$ cat src/pkg/smb_status_pkg.sv
// package for the two-wire slave status coder
package smb_status_pkg;
	// ------------------------------------------------------------
	// register map (byte addresses on apb)
	// ------------------------------------------------------------
	localparam logic [7:0] CTRL_ADDR    = 8'h00;
	localparam logic [7:0] STATUS_ADDR  = 8'h04;
	localparam logic [7:0] DATA_ADDR    = 8'h08;
	localparam logic [7:0] RATE_ADDR    = 8'h0C;
	localparam logic [7:0] OWNADDR_ADDR = 8'h10;
	// control register fields
	localparam int CTRL_EVENT_BIT = 3;
	localparam int CTRL_ACK_BIT   = 2;
	localparam int CTRL_STOP_BIT  = 4;
	localparam int CTRL_ENA_BIT   = 6;
	localparam int CTRL_GC_BIT    = 0;
	localparam int CTRL_LOST_BIT  = 1;
	// reset values
	localparam logic [7:0] CTRL_RESET    = 8'h00;
	localparam logic [7:0] DATA_RESET    = 8'h00;
	localparam logic [7:0] RATE_RESET    = 8'h00;
	localparam logic [6:0] OWNADDR_RESET = 7'h00;
	// status codes
	localparam logic [7:0] ST_OWN_W      = 8'h60;
	localparam logic [7:0] ST_LOST_OWN_W = 8'h68;
	localparam logic [7:0] ST_GC         = 8'h70;
	localparam logic [7:0] ST_LOST_GC    = 8'h78;
	localparam logic [7:0] ST_RX_ACK     = 8'h80;
	localparam logic [7:0] ST_RX_NACK    = 8'h88;
	localparam logic [7:0] ST_GC_ACK     = 8'h90;
	localparam logic [7:0] ST_GC_NACK    = 8'h98;
	localparam logic [7:0] ST_STOP       = 8'hA0;
	localparam logic [7:0] ST_OWN_R      = 8'hA8;
	localparam logic [7:0] ST_LOST_OWN_R = 8'hB0;
	localparam logic [7:0] ST_TX_ACK     = 8'hB8;
	localparam logic [7:0] ST_TX_NACK    = 8'hC0;
	localparam logic [7:0] ST_TX_LAST    = 8'hC8;
	localparam logic [7:0] ST_TIMEOUT    = 8'hD0;
	localparam logic [7:0] ST_BUS_ERR    = 8'h00;
	localparam logic [7:0] ST_IDLE       = 8'hF8;
	// ------------------------------------------------------------
	// timing: scl-high timeout is (256 - rate) * 8 system clocks
	// ------------------------------------------------------------
	localparam int TIMEOUT_UNIT = 8;

	typedef enum logic [5:0]
	{
		S_IDLE = 6'b000001,
		S_ADDR = 6'b000010,
		S_RX   = 6'b000100,
		S_TX   = 6'b001000,
		S_HOLD = 6'b010000,
		S_WAIT = 6'b100000
	} slave_state_type;

	typedef struct packed
	{
		logic scl;
		logic sda;
	} bus_pins_type;
endpackage

$ cat src/rtl/smb_status_coder.sv
// two-wire slave engine with status coder and apb registers
//------------------------------------------------------------
// How it works
// - own address write acked gives 60
// - lost arbitration then own write gives 68
// - general call acked gives 70
// - lost arbitration then general call gives 78
// - slave data byte acked gives 80
// - slave data byte nacked gives 88
// - general call data gives 90 or 98
// - stop or repeated start gives A0 in the receive or wait state, but not in the address or transmit state
// - own address read acked gives A8
// - lost arbitration then own read gives B0
// - transmitted byte acked B8, nacked C0
// - last byte still acked gives C8
// - scl high timer expiry gives D0
// - illegal start or stop gives 00
// - idle shows F8, no event flag
// - low three status bits zero when flagged
//------------------------------------------------------------
//
// Implementation choices: the APB slave port and the placing of the registers.
`timescale 1ns/1ps
module smb_status_coder
	import smb_status_pkg::*;
(
	input  wire logic        clk_in,      // 50 mhz system clock
	input  wire logic        rst_in,      // async reset, active high
	input  wire logic        psel_in,     // apb select
	input  wire logic        penable_in,  // apb enable
	input  wire logic        pwrite_in,   // apb direction
	input  wire logic [7:0]  paddr_in,    // apb byte address
	input  wire logic [31:0] pwdata_in,   // apb write data
	output logic      [31:0] prdata_out,  // apb read data
	output logic             pready_out,  // apb ready
	output logic             pslverr_out, // apb error
	input  wire logic        scl_in,      // scl pin level
	input  wire logic        sda_in,      // sda pin level
	output logic             sda_oe_n_out // low pulls sda low
);
	//------------------------------------------------------------
	// pin synchronisers and edge detect
	//------------------------------------------------------------
	bus_pins_type meta_r, sync_r, prev_r;
	always_ff @(posedge clk_in or posedge rst_in)
	begin
		if (rst_in)
			{meta_r, sync_r, prev_r} <= 6'h3F;
		else
		begin
			meta_r <= '{scl: scl_in, sda: sda_in};
			sync_r <= meta_r;
			prev_r <= sync_r;
		end
	end
	wire scl_rise = sync_r.scl & ~prev_r.scl;
	wire scl_fall = ~sync_r.scl & prev_r.scl;
	wire start_c  = prev_r.scl & sync_r.scl & prev_r.sda & ~sync_r.sda;
	wire stop_c   = prev_r.scl & sync_r.scl & ~prev_r.sda & sync_r.sda;

	//------------------------------------------------------------
	// registers
	//------------------------------------------------------------
	logic [7:0]      ctrl_r, data_r, rate_r, status_r, shift_r;
	logic [6:0]      own_r;
	logic [3:0]      bit_r;
	logic            gc_r, ack_phase_r, ack_out_r, last_r, lost_r;
	slave_state_type state_r;
	logic [11:0]     tmo_r;
	wire event_r   = ctrl_r[CTRL_EVENT_BIT];
	wire enabled   = ctrl_r[CTRL_ENA_BIT];
	wire apb_wr    = psel_in & penable_in & pwrite_in;
	wire mapped    = paddr_in inside {CTRL_ADDR, STATUS_ADDR, DATA_ADDR, RATE_ADDR, OWNADDR_ADDR};
	// event: a new status code and the event flag are raised together
	logic       ev;
	logic [7:0] ev_code;
	wire        in_frame = state_r != S_IDLE;
	wire        tmo_hit  = in_frame && tmo_r == 12'h000 && sync_r.scl && sync_r.sda;
	always_comb
	begin
		ev      = 1'b0;
		ev_code = ST_IDLE;
		if (tmo_hit)
		begin
			ev      = 1'b1;
			ev_code = ST_TIMEOUT;
		end
		else if ((start_c || stop_c) && (state_r == S_RX || state_r == S_TX) && bit_r > 4'd1)
		begin
			ev      = 1'b1;
			ev_code = ST_BUS_ERR;
		end
		else if ((start_c || stop_c) && (state_r == S_RX || state_r == S_HOLD || state_r == S_WAIT))
		begin
			ev      = 1'b1;
			ev_code = ST_STOP;
		end
		else if (scl_fall && ack_phase_r && state_r == S_ADDR && ack_out_r)
		begin
			ev = 1'b1;
			if (gc_r)
				ev_code = lost_r ? ST_LOST_GC : ST_GC;
			else if (shift_r[0])
				ev_code = lost_r ? ST_LOST_OWN_R : ST_OWN_R;
			else
				ev_code = lost_r ? ST_LOST_OWN_W : ST_OWN_W;
		end
		else if (scl_fall && ack_phase_r && state_r == S_RX)
		begin
			ev = 1'b1;
			if (gc_r)
				ev_code = ack_out_r ? ST_GC_ACK : ST_GC_NACK;
			else
				ev_code = ack_out_r ? ST_RX_ACK : ST_RX_NACK;
		end
		else if (scl_rise && ack_phase_r && state_r == S_TX)
		begin
			ev = 1'b1;
			if (sync_r.sda)
				ev_code = ST_TX_NACK;
			else
				ev_code = last_r ? ST_TX_LAST : ST_TX_ACK;
		end
	end

	//------------------------------------------------------------
	// apb slave: one access cycle, zero wait states
	//------------------------------------------------------------
	always_ff @(posedge clk_in or posedge rst_in)
	begin
		if (rst_in)
			{prdata_out, pready_out, pslverr_out} <= 34'h0;
		else
		begin
			pready_out  <= psel_in & ~penable_in;
			pslverr_out <= psel_in & ~penable_in & ~mapped;
			if (psel_in && !penable_in && !pwrite_in)
				unique case (paddr_in)
					CTRL_ADDR:    prdata_out <= {24'h000000, ctrl_r};
					STATUS_ADDR:  prdata_out <= {24'h000000, status_r};
					DATA_ADDR:    prdata_out <= {24'h000000, data_r};
					RATE_ADDR:    prdata_out <= {24'h000000, rate_r};
					OWNADDR_ADDR: prdata_out <= {25'h0000000, own_r};
					default:      prdata_out <= 32'h0000_0000;
				endcase
		end
	end
	wire acc   = pready_out & psel_in & penable_in;
	wire wr_ct = acc & apb_wr & paddr_in == CTRL_ADDR;

	// control: event flag set by hardware wins over software clear
	always_ff @(posedge clk_in or posedge rst_in)
	begin
		if (rst_in)
			ctrl_r <= CTRL_RESET;
		else
		begin
			if (wr_ct)
				ctrl_r <= pwdata_in[7:0];
			if (ev)
				ctrl_r[CTRL_EVENT_BIT] <= 1'b1;
			else if (state_r == S_IDLE && !wr_ct)
				ctrl_r[CTRL_STOP_BIT] <= 1'b0;
		end
	end

	always_ff @(posedge clk_in or posedge rst_in)
	begin
		if (rst_in)
			status_r <= ST_IDLE;
		else if (ev)
			status_r <= {ev_code[7:3], 3'b000};
		else if (!event_r || (wr_ct && !pwdata_in[CTRL_EVENT_BIT]))
			status_r <= ST_IDLE;
	end

	always_ff @(posedge clk_in or posedge rst_in)
	begin
		if (rst_in)
		begin
			rate_r <= RATE_RESET;
			own_r  <= OWNADDR_RESET;
		end
		else if (acc && apb_wr)
		begin
			if (paddr_in == RATE_ADDR)
				rate_r <= pwdata_in[7:0];
			if (paddr_in == OWNADDR_ADDR)
				own_r <= pwdata_in[6:0];
		end
	end

	// scl-high timer reloads on every scl low
	always_ff @(posedge clk_in or posedge rst_in)
	begin
		if (rst_in)
			tmo_r <= 12'hFFF;
		else if (!sync_r.scl || !in_frame)
			tmo_r <= 12'((12'h100 - {4'h0, rate_r}) * TIMEOUT_UNIT);
		else if (tmo_r != 12'h000)
			tmo_r <= tmo_r - 12'd1;
	end

	//------------------------------------------------------------
	// bit engine
	//------------------------------------------------------------
	wire addr_match = shift_r[7:1] == own_r;
	wire gc_match   = shift_r == 8'h00 && ctrl_r[CTRL_GC_BIT];
	wire ack_now    = (state_r != S_ADDR || addr_match || gc_match) && ctrl_r[CTRL_ACK_BIT];
	always_ff @(posedge clk_in or posedge rst_in)
	begin
		if (rst_in)
		begin
			state_r      <= S_IDLE;
			shift_r      <= 8'h00;
			bit_r        <= 4'd0;
			gc_r         <= 1'b0;
			ack_phase_r  <= 1'b0;
			ack_out_r    <= 1'b0;
			last_r       <= 1'b0;
			lost_r       <= 1'b0;
			data_r       <= DATA_RESET;
			sda_oe_n_out <= 1'b1;
		end
		else
		begin
			if (acc && apb_wr && paddr_in == DATA_ADDR)
				data_r <= pwdata_in[7:0];
			if (!enabled || ctrl_r[CTRL_STOP_BIT] || tmo_hit || stop_c)
			begin
				state_r      <= S_IDLE;
				sda_oe_n_out <= 1'b1;
				bit_r        <= 4'd0;
				ack_phase_r  <= 1'b0;
			end
			else if (start_c)
			begin
				state_r      <= (ev && ev_code == ST_BUS_ERR) ? S_IDLE : S_ADDR;
				lost_r       <= ctrl_r[CTRL_LOST_BIT];
				bit_r        <= 4'd0;
				ack_phase_r  <= 1'b0;
				gc_r         <= 1'b0;
				sda_oe_n_out <= 1'b1;
			end
			else if (state_r != S_IDLE && state_r != S_HOLD && state_r != S_WAIT)
			begin
				if (scl_rise && !ack_phase_r && state_r != S_TX)
				begin
					shift_r <= {shift_r[6:0], sync_r.sda};
					bit_r   <= bit_r + 4'd1;
				end
				if (scl_fall && !ack_phase_r && bit_r == 4'd8 && state_r != S_TX)
				begin
					ack_phase_r  <= 1'b1;
					ack_out_r    <= ack_now;
					gc_r         <= state_r == S_ADDR ? gc_match : gc_r;
					sda_oe_n_out <= ~ack_now;
					if (state_r == S_RX)
						data_r <= shift_r;
				end
				else if (scl_fall && ack_phase_r && state_r != S_TX)
				begin
					ack_phase_r  <= 1'b0;
					bit_r        <= 4'd0;
					sda_oe_n_out <= 1'b1;
					if (!ack_out_r)
						state_r <= state_r == S_ADDR ? S_IDLE : S_WAIT;
					else if (state_r == S_ADDR && shift_r[0] && !gc_r)
					begin
						state_r      <= S_TX;
						shift_r      <= data_r;
						sda_oe_n_out <= data_r[7];
						bit_r        <= 4'd1;
					end
					else
						state_r <= S_RX;
				end
				else if (state_r == S_TX && scl_fall && !ack_phase_r)
				begin
					if (bit_r == 4'd8)
					begin
						ack_phase_r  <= 1'b1;
						sda_oe_n_out <= 1'b1;
						last_r       <= ~ctrl_r[CTRL_ACK_BIT];
					end
					else
					begin
						sda_oe_n_out <= shift_r[6];
						shift_r      <= {shift_r[6:0], 1'b0};
						bit_r        <= bit_r + 4'd1;
					end
				end
				else if (state_r == S_TX && scl_rise && ack_phase_r)
				begin
					if (sync_r.sda || last_r)
						state_r <= S_WAIT;
				end
				else if (state_r == S_TX && scl_fall && ack_phase_r)
				begin
					ack_phase_r  <= 1'b0;
					shift_r      <= data_r;
					sda_oe_n_out <= data_r[7];
					bit_r        <= 4'd1;
				end
			end
		end
	end

	//------------------------------------------------------------
	// checks
	//------------------------------------------------------------
	low_bits_zero_a: assert property (@(posedge clk_in) disable iff (rst_in)
		event_r |-> status_r[2:0] == 3'b000) else $error("status low bits not zero");
	code_with_flag_a: assert property (@(posedge clk_in) disable iff (rst_in)
		ev |=> event_r && status_r == {$past(ev_code[7:3]), 3'b000}) else $error("code and flag out of step");
	idle_code_a: assert property (@(posedge clk_in) disable iff (rst_in)
		!event_r && !$past(ev) |-> status_r == ST_IDLE) else $error("idle code wrong");
	timeout_code_a: assert property (@(posedge clk_in) disable iff (rst_in)
		tmo_hit |=> status_r == ST_TIMEOUT) else $error("timeout code missing");
	stop_code_a: assert property (@(posedge clk_in) disable iff (rst_in)
		stop_c && state_r == S_RX && bit_r < 4'd2 && !tmo_hit |=> status_r == ST_STOP) else $error("stop code missing");
	rx_ack_a: assert property (@(posedge clk_in) disable iff (rst_in)
		scl_fall && ack_phase_r && state_r == S_RX && !gc_r && ack_out_r && !tmo_hit && !start_c && !stop_c
		|=> status_r == ST_RX_ACK) else $error("rx ack code missing");
	rx_nack_a: assert property (@(posedge clk_in) disable iff (rst_in)
		scl_fall && ack_phase_r && state_r == S_RX && !gc_r && !ack_out_r && !tmo_hit && !start_c && !stop_c
		|=> status_r == ST_RX_NACK) else $error("rx nack code missing");
	tx_nack_a: assert property (@(posedge clk_in) disable iff (rst_in)
		scl_rise && ack_phase_r && state_r == S_TX && sync_r.sda && !tmo_hit && !start_c && !stop_c
		|=> status_r == ST_TX_NACK) else $error("tx nack code missing");
	own_w_c: cover property (@(posedge clk_in) disable iff (rst_in) ev && ev_code == ST_OWN_W);
	own_r_c: cover property (@(posedge clk_in) disable iff (rst_in) ev && ev_code == ST_OWN_R);
	rx_ack_c: cover property (@(posedge clk_in) disable iff (rst_in) ev && ev_code == ST_RX_ACK);
	stop_c_c: cover property (@(posedge clk_in) disable iff (rst_in) ev && ev_code == ST_STOP);
endmodule // smb_status_coder

$ cat config.mk
export PLATFORM = sky130hd
export DESIGN_NAME = smb_status_coder
export DESIGN_NICKNAME = d
export VERILOG_FILES = /design/src/pkg/smb_status_pkg.sv /design/src/rtl/smb_status_coder.sv
export SDC_FILE = /design/constraint.sdc
export NUM_CORES = 1
export LEC_CHECK = 0
export ABC_CLOCK_PERIOD_IN_PS = 3500
export BUFFER_PORTS_ARGS = -buffer_cell sky130_fd_sc_hd__buf_2
export CAP_MARGIN = 20
export CORE_AREA = 2 2 99 101
export DETAILED_ROUTE_END_ITERATION = 12
export DIE_AREA = 0 0 101 103
export PLACE_DENSITY = 0.81
export SLEW_MARGIN = 20
export SYNTH_ARGS = -nofsm -noshare
export SYNTH_HDL_FRONTEND = slang
export SYNTH_SLANG_ARGS = --single-unit
$ cat constraint.sdc
create_clock -name clk_in -period 3.5 [get_ports clk_in]
set_input_delay 0.7 -clock clk_in [delete_from_list [all_inputs] [get_ports clk_in]]
set_output_delay 0.7 -clock clk_in [all_outputs]
set_load 0.05 [all_outputs]
# == After elaboration in Yosys (flattened, before gate mapping) ==
# Index checks and enable logic that the tools add are counted.
# word_totals
wordCells,256
out_inout_bits,35
ff_bits,115
inputBits,47
# classes
bitwise_logic,27
muxes,94
n_addsub,3
reduce_logical,84
magnitude_cmp,1
eq_ne,21
# op_table
operator,count
2-to-1 mux 8 bit,24
2-to-1 mux 4 bit,15
2-to-1 mux 6 bit,10
case mux 8 bit (5 select lines),1
logical AND 1 bit,36
2-to-1 mux 1 bit,35
logical NOT 8 bit,3
2-to-1 mux 12 bit,2
2-to-1 mux 7 bit,3
!= test 6 bit (second input constant),3
== test 8 x 4 -> 1 bit (second input constant),2
AND 1 bit,15
2-to-1 mux 5 bit,3
logical NOT 12 bit,1
logical OR 1 bit,12
inverter 1 bit,12
AND reduction 4 bit,3
nonzero test 12 bit,1
nonzero test 2 bit,6
subtractor 12 x 1 -> 12 bit (second input constant),1
logical NOT 1 bit,10
subtractor 9 x 8 -> 9 bit (first input constant),1
== test 8 x 3 -> 1 bit (second input constant),1
== test 8 x 5 -> 1 bit (second input constant),1
25 further kinds,29

# == Longest topological paths before layout ==
# logic_depth
word_depth,15
depth_mapped,9
depth_no_buf,8

# == Worst setup path after synthesis ==
# No wires, ideal clock.
# synth_path
path_kind,input -> register
from,in paddr_in[5]
to,reg own_r[0]
setup_time_ps,127
arrival_ps,2257
required_time_ps,3373
path_slack_ps,1115
path_buffers,2
cell_stages,7
cell_sequence,or4_4 -> nor4_4 -> and2_1 -> buf_4 -> and2b_1 -> buf_4 -> mux2_1
# synth_between
elab_chain_cells,2
# synth_rtl
item,line,rtl
"start, declared",smb_status_coder.sv:32,"input wire logic [7:0] paddr_in,"
== test 8 x 5 -> 1 bit,smb_status_coder.sv:188,if (paddr_in == OWNADDR_ADDR)
AND reduction 2 bit (no source line),-,
"end signal, assigned",smb_status_coder.sv:189,own_r <= pwdata_in[6:0];
"end, declared",smb_status_coder.sv:65,logic [6:0] own_r;
# No other way between the ends.
# A chain may end at the register's enable or synchronous reset.

# == Final worst setup path ==
# layout_path
from,reg state_r[3]
to,reg shift_r[3]
# layout_between
elab_chain_cells,8
elab_cells_between_ends,34
classes_between,6 x eq/ne; 9 x mux; 1 x bitwise; 18 x reduce/logical
# layout_rtl
item,line,rtl
"start, declared",smb_status_coder.sv:68,slave_state_type state_r;
"start signal, assigned",smb_status_coder.sv:238,state_r <= (ev && ev_code == ST_BUS_ERR) ? S_IDLE : S_ADDR;
"start signal, assigned",smb_status_coder.sv:267,state_r <= state_r == S_ADDR ? S_IDLE : S_WAIT;
"!= test 6 x 4 -> 1 bit, or another cell as far along","smb_status_coder.sv:247, smb_status_coder.sv:252, smb_status_coder.sv:261",
logical AND 1 bit (on tied branches),-,
"2-to-1 mux 8 bit, or another cell as far along",smb_status_coder.sv:247,if (scl_rise && !ack_phase_r && state_r != S_TX)
2-to-1 mux 8 bit / logical AND 1 bit (equally long branches),"smb_status_coder.sv:298, smb_status_coder.sv:78",
2-to-1 mux 8 bit / logical OR 1 bit (equally long branches),"smb_status_coder.sv:293, smb_status_coder.sv:229",
2-to-1 mux 8 bit / logical OR 1 bit (equally long branches),"smb_status_coder.sv:278, smb_status_coder.sv:229",
2-to-1 mux 8 bit / inverter 1 bit (equally long branches),-,
2-to-1 mux 8 bit / AND reduction 3 bit (equally long branches),-,
"end signal, assigned",smb_status_coder.sv:249,"shift_r <= {shift_r[6:0], sync_r.sda};"
"end signal, assigned",smb_status_coder.sv:271,shift_r <= data_r;
"end signal, assigned",smb_status_coder.sv:301,shift_r <= data_r;
"end, declared",smb_status_coder.sv:64,"logic [7:0] ctrl_r, data_r, rate_r, status_r, shift_r;"
# Several ways; a longest one is shown, not always the timed one.

==> results <==
- The count of final setup violators is 0.
- The number of search-and-repair iterations in the first detailed-routing pass is 5.
- The clock-pin slew reported for the worst setup and hold paths after clock tree synthesis is about 0.090 ns.
- Summing the areas of all fa, ha and maj instances in the mapped netlist gives 1.882% of the synthesized area.
- The worst-margin pin slew is ~0.94 ns.
- For this run, asynchronously set or reset flops after synthesis account for 100.0%.
- The element type at the critical path start is a register.
- The startpoint of the worst register-to-register path is state_r[3]$_DFFE_PP0P_.
- The vertical die dimension is roughly 100 µm.
- A synthesized cell averages a little under 10 µm².
- The total number of placement rows is 36.
- The worst hold path passes through 0 cells.
- The number of placed I/O pins is a little over 80.
- Timing would allow up to 0.3808 GHz.
- VDD sags by at most 0.0003027 V.
- Final hold analysis gives a worst-case slack of roughly 0.37 ns.
- TritonCTS built the clock tree.
- The global-route usage over all layers is 24.77%.
- Among all flip-flop cells after synthesis, the most frequent one is sky130_fd_sc_hd__dfrtp_1.
- Setup repair after global routing left no endpoint under its margin.
- The path depth of the worst reg2reg path is 6.
- The share of the clock period used by the worst path is 75.04%.
- The number of clock buffers added by TritonCTS is 9.
- The dominant combinational cell family by area after synthesis is simple AND/OR/NAND/NOR gates.
- Input and output buffers added on the ports amount to 33.
- The clock passes through at most 2 buffers.
- Sequential cells account for a little over half of the total power.
- Yosys printed 0 warnings.
- The worst hold path begins at meta_r[0]$_DFF_PP1_.
- The number of antenna violations at the first check in global routing is 0.
- The net total in the final layout is 616.
- The first global-routing pass estimated ~20 mm of wire.
- The internal portion of total power is 1438 µW.
- The count of inserted antenna diode cells is 0.
- The count of nets left with antenna violations once routing finished came out at 0.
- Entering global routing, the biggest net connects 51 pins.
- The clock root buffer is sky130_fd_sc_hd__clkbuf_8.
- The worst setup path is captured at a register.
- The portion of synthesized area spent on multiplexers is 8.871%.
- The ratio of total power to cell area is 362.9 mW/mm².
- The number of gates resized after CTS was 0.
- The final-report hold violation count is 0.
- The worst hold path endpoint is sync_r[0]$_DFF_PP1_.
- The simple-gate area share of the yosys netlist is between 10% and 20%.
- The reg2reg setup slack is about 0.87 ns.
- In this run the number of H-tree levels came out at 3.
- STA puts the critical path data required time at 3.74 ns.
- The number of setup buffers added after CTS is 0.
- The floorplan step defined a die boundary enclosing 0.01040 mm².
- The core area is 0.009459 mm².
- STA puts the critical path data arrival time at 2.87 ns.
- Of the total power, combinational logic draws about an eighth.
- In this run, synthesis inferred 0 flip-flops with an integrated enable.
- The accumulated negative setup slack is 0 ns.
- The routability congestion estimate from global placement is 0.9133.
- The count of max-cap constraint violations is 0.
- Summing the areas of all compound-gate instances in the mapped netlist gives between 15 and 20% of the synthesized area.
- The area share of xor/xnor cells in the synthesized design is under 10%.
- The number of standard cells in the final layout excluding fillers is 680.
- Sorting the synthesized cells by area gives the leading types as sky130_fd_sc_hd__dfrtp_1 29%, sky130_fd_sc_hd__dfstp_2 12%, sky130_fd_sc_hd__buf_4 4.1%, sky130_fd_sc_hd__o21ai_0 3.6%, sky130_fd_sc_hd__nand2_1 3.3%.
- Between clock sinks in the finished design, the worst skew comes to around 0.0098 ns.
- Measured against its own limit, the worst slew margin works out to 36.82%.
- The source-to-sink clock delay at the later pin of the worst-skew pair is 0.37 ns.
- Of the total power, the share spent switching nets is 29.39%.
- Synthesis handed over a netlist of 539 instances.
- The register bit total from synthesis is 87.
- The detailed-route wire length per cell is 18.34 µm.
- The via count of the first global-routing pass came to 4005.
- The time the final worst path needs with I/O delays and setup is 2.626 ns.
- The layout-stage area growth over the synthesis result is 5.553%.
- The cell type contributing the most total cell area after synthesis is sky130_fd_sc_hd__dfrtp_1.
- For this configuration, the core starts out at a cell density of 56.22%.
- The flow ran to the end, and the final reports show no timing, DRC or antenna violations.
- The number of placed instances with taps included is 664.
- The floorplan die width is 101 µm.
- By count the netlist is led by 62 x sky130_fd_sc_hd__dfrtp_1, 47 x sky130_fd_sc_hd__nand2_1, 44 x sky130_fd_sc_hd__nor2_1.
- The sequential element share of the synthesized area is 41.53%.
- The category of the most critical setup path is register to register.
- The fraction of final layout cells with drive strength greater than 1 is approximately 22%.
- The via density per instance is 6.184.
- The number of slew-limit violations in the final report is 0.
- The residual DRC count is 0.
- The worst hold path class is register to register.
- The part of the total power dissipated in the clock network is 34.9%.
- The clock drives 87 sinks.
- The count of hold-fix buffers inserted at cts is 0.
- The analysis attributes to net switching a power of roughly 600 µW.
- The total half-perimeter wirelength after legalization and detailed placement is 9.108 mm.
- For this run the aggregate overflow at the end of global routing stands at 0.
- The end of the worst register-to-register path is shift_r[3]$_DFFE_PP0P_.
- The maximum fanout encountered on the critical timing path is 8.
- The number of violations reported at the end of detailed-routing iteration 0 is 331.
- The netlist area before placement is 0.005318 mm².
- Among all cell types in the netlist, the one instantiated most often is sky130_fd_sc_hd__dfrtp_1.
- The via count is 4205.
- The sum of routed wire length over all layers is 12.47 mm.
- Summed over its instances, the top area cell type makes up 29.18% of the synthesized netlist area.
- In this run the static leakage power is approximately 0.0025 µW.
- The post-synthesis cell type count is 76.
-- power by group through the flow --
stage               Clock (µW)  Sequential, µW  Combinational (µW)
floorplan                    0            1120                 180
global route               757            1060                 287
global placement             0            1080                 260
CTS                        723            1060                 266
detailed placement           0            1080                 264
finish                     711            1060                 265
-- critical path, cell delays in order (launching register included) --
cell                       delay (ns)
sky130_fd_sc_hd__dfrtp_1         0.53
sky130_fd_sc_hd__nor2b_1         0.60
sky130_fd_sc_hd__nand2_2         0.27
sky130_fd_sc_hd__a21oi_1         0.60
sky130_fd_sc_hd__o211ai_2        0.26
sky130_fd_sc_hd__nand2_1         0.14
sky130_fd_sc_hd__o21ai_0         0.10
-- worst max path at each step --
stage / from / end / slack [ns] / depth (start not counted)
final: state_r[3]$_DFFE_PP0P_ / shift_r[3]$_DFFE_PP0P_ / 0.87 / 6
after global routing: state_r[3]$_DFFE_PP0P_ / shift_r[2]$_DFFE_PP0P_ / 0.71 / 6
after CTS: state_r[3]$_DFFE_PP0P_ / shift_r[3]$_DFFE_PP0P_ / 0.93 / 6
after detailed placement: paddr_in[5] / own_r[3]$_DFFE_PP0P_ / 0.75 / 6
after global placement: paddr_in[5] / own_r[1]$_DFFE_PP0P_ / 0.81 / 6
after floorplan: rst_in / ack_out_r$_DFFE_PP0P_ / 0.59 / 1
-- metal layers --
metal / vias to the layer above / track usage, % / share of wire [%]
li1: 1938 / - / -
met1: 2074 / 32.96 / 43
met2: 176 / 40.31 / 49
met3: 17 / 5.492 / 7.1
met4: 0 / 8.628 / 1.4
met5: - / 0 / 0
-- cells by family after synthesis --
group / after synthesis
fa+ha+maj: 8
other cells: 1
buf+inv: 60
simple gates: 182
flops: 87
compound gates: 133
mux: 40
xor+xnor: 28
-- metrics by stage --
step	cell area (µm²)	worst slack, ns	power (µW)	util [%]
after detailed placement	5414	0.7500	1342	57.24
after floorplan	5404	0.5912	1298	-
after global placement	5414	0.8126	1336	57.24
after global routing	5613	0.7118	2108	59.34
after CTS	5613	0.9321	2048	59.34
final	5613	0.8737	2037	59.34
-- state kept, by name, indices dropped and copies added, names as in the netlist, 2 cells and up --
register	flops
data_r	8
tmo_r	12
sync_r	2
rate_r	8
state_r	5
bit_r	4
own_r	7
shift_r	8
status_r	5
meta_r	2
prev_r	2
ctrl_r	8
prdata_out	8
-- cell usage in the layout, fill, tap and decap left out, types with 12 or more instances in the layout --
master | netlist | final
sky130_fd_sc_hd__a21oi_1 | 24 | 24
sky130_fd_sc_hd__dfstp_2 | 25 | 25
sky130_fd_sc_hd__o21ai_0 | 38 | 38
sky130_fd_sc_hd__conb_1 | 1 | 24
sky130_fd_sc_hd__nand2_1 | 47 | 47
sky130_fd_sc_hd__dfrtp_1 | 62 | 62
sky130_fd_sc_hd__nor2_1 | 44 | 44
sky130_fd_sc_hd__nor3_1 | 15 | 15
sky130_fd_sc_hd__xnor2_1 | 19 | 19
sky130_fd_sc_hd__mux2_2 | 12 | 12
sky130_fd_sc_hd__a22oi_1 | 12 | 12
sky130_fd_sc_hd__mux2i_1 | 13 | 13
sky130_fd_sc_hd__buf_2 | 5 | 33
-- final cells by class --
cell class              count  area, µm²
fillers                   779       3846
clock inverters             6      71.32
well taps                 114      142.6
repair buffers             36      187.7
flip-flops and latches     87       2208
clock buffers              10      127.6
multi-input cells         415       2829
inverters                  12      46.29
(Power assumes the default switching activity.)
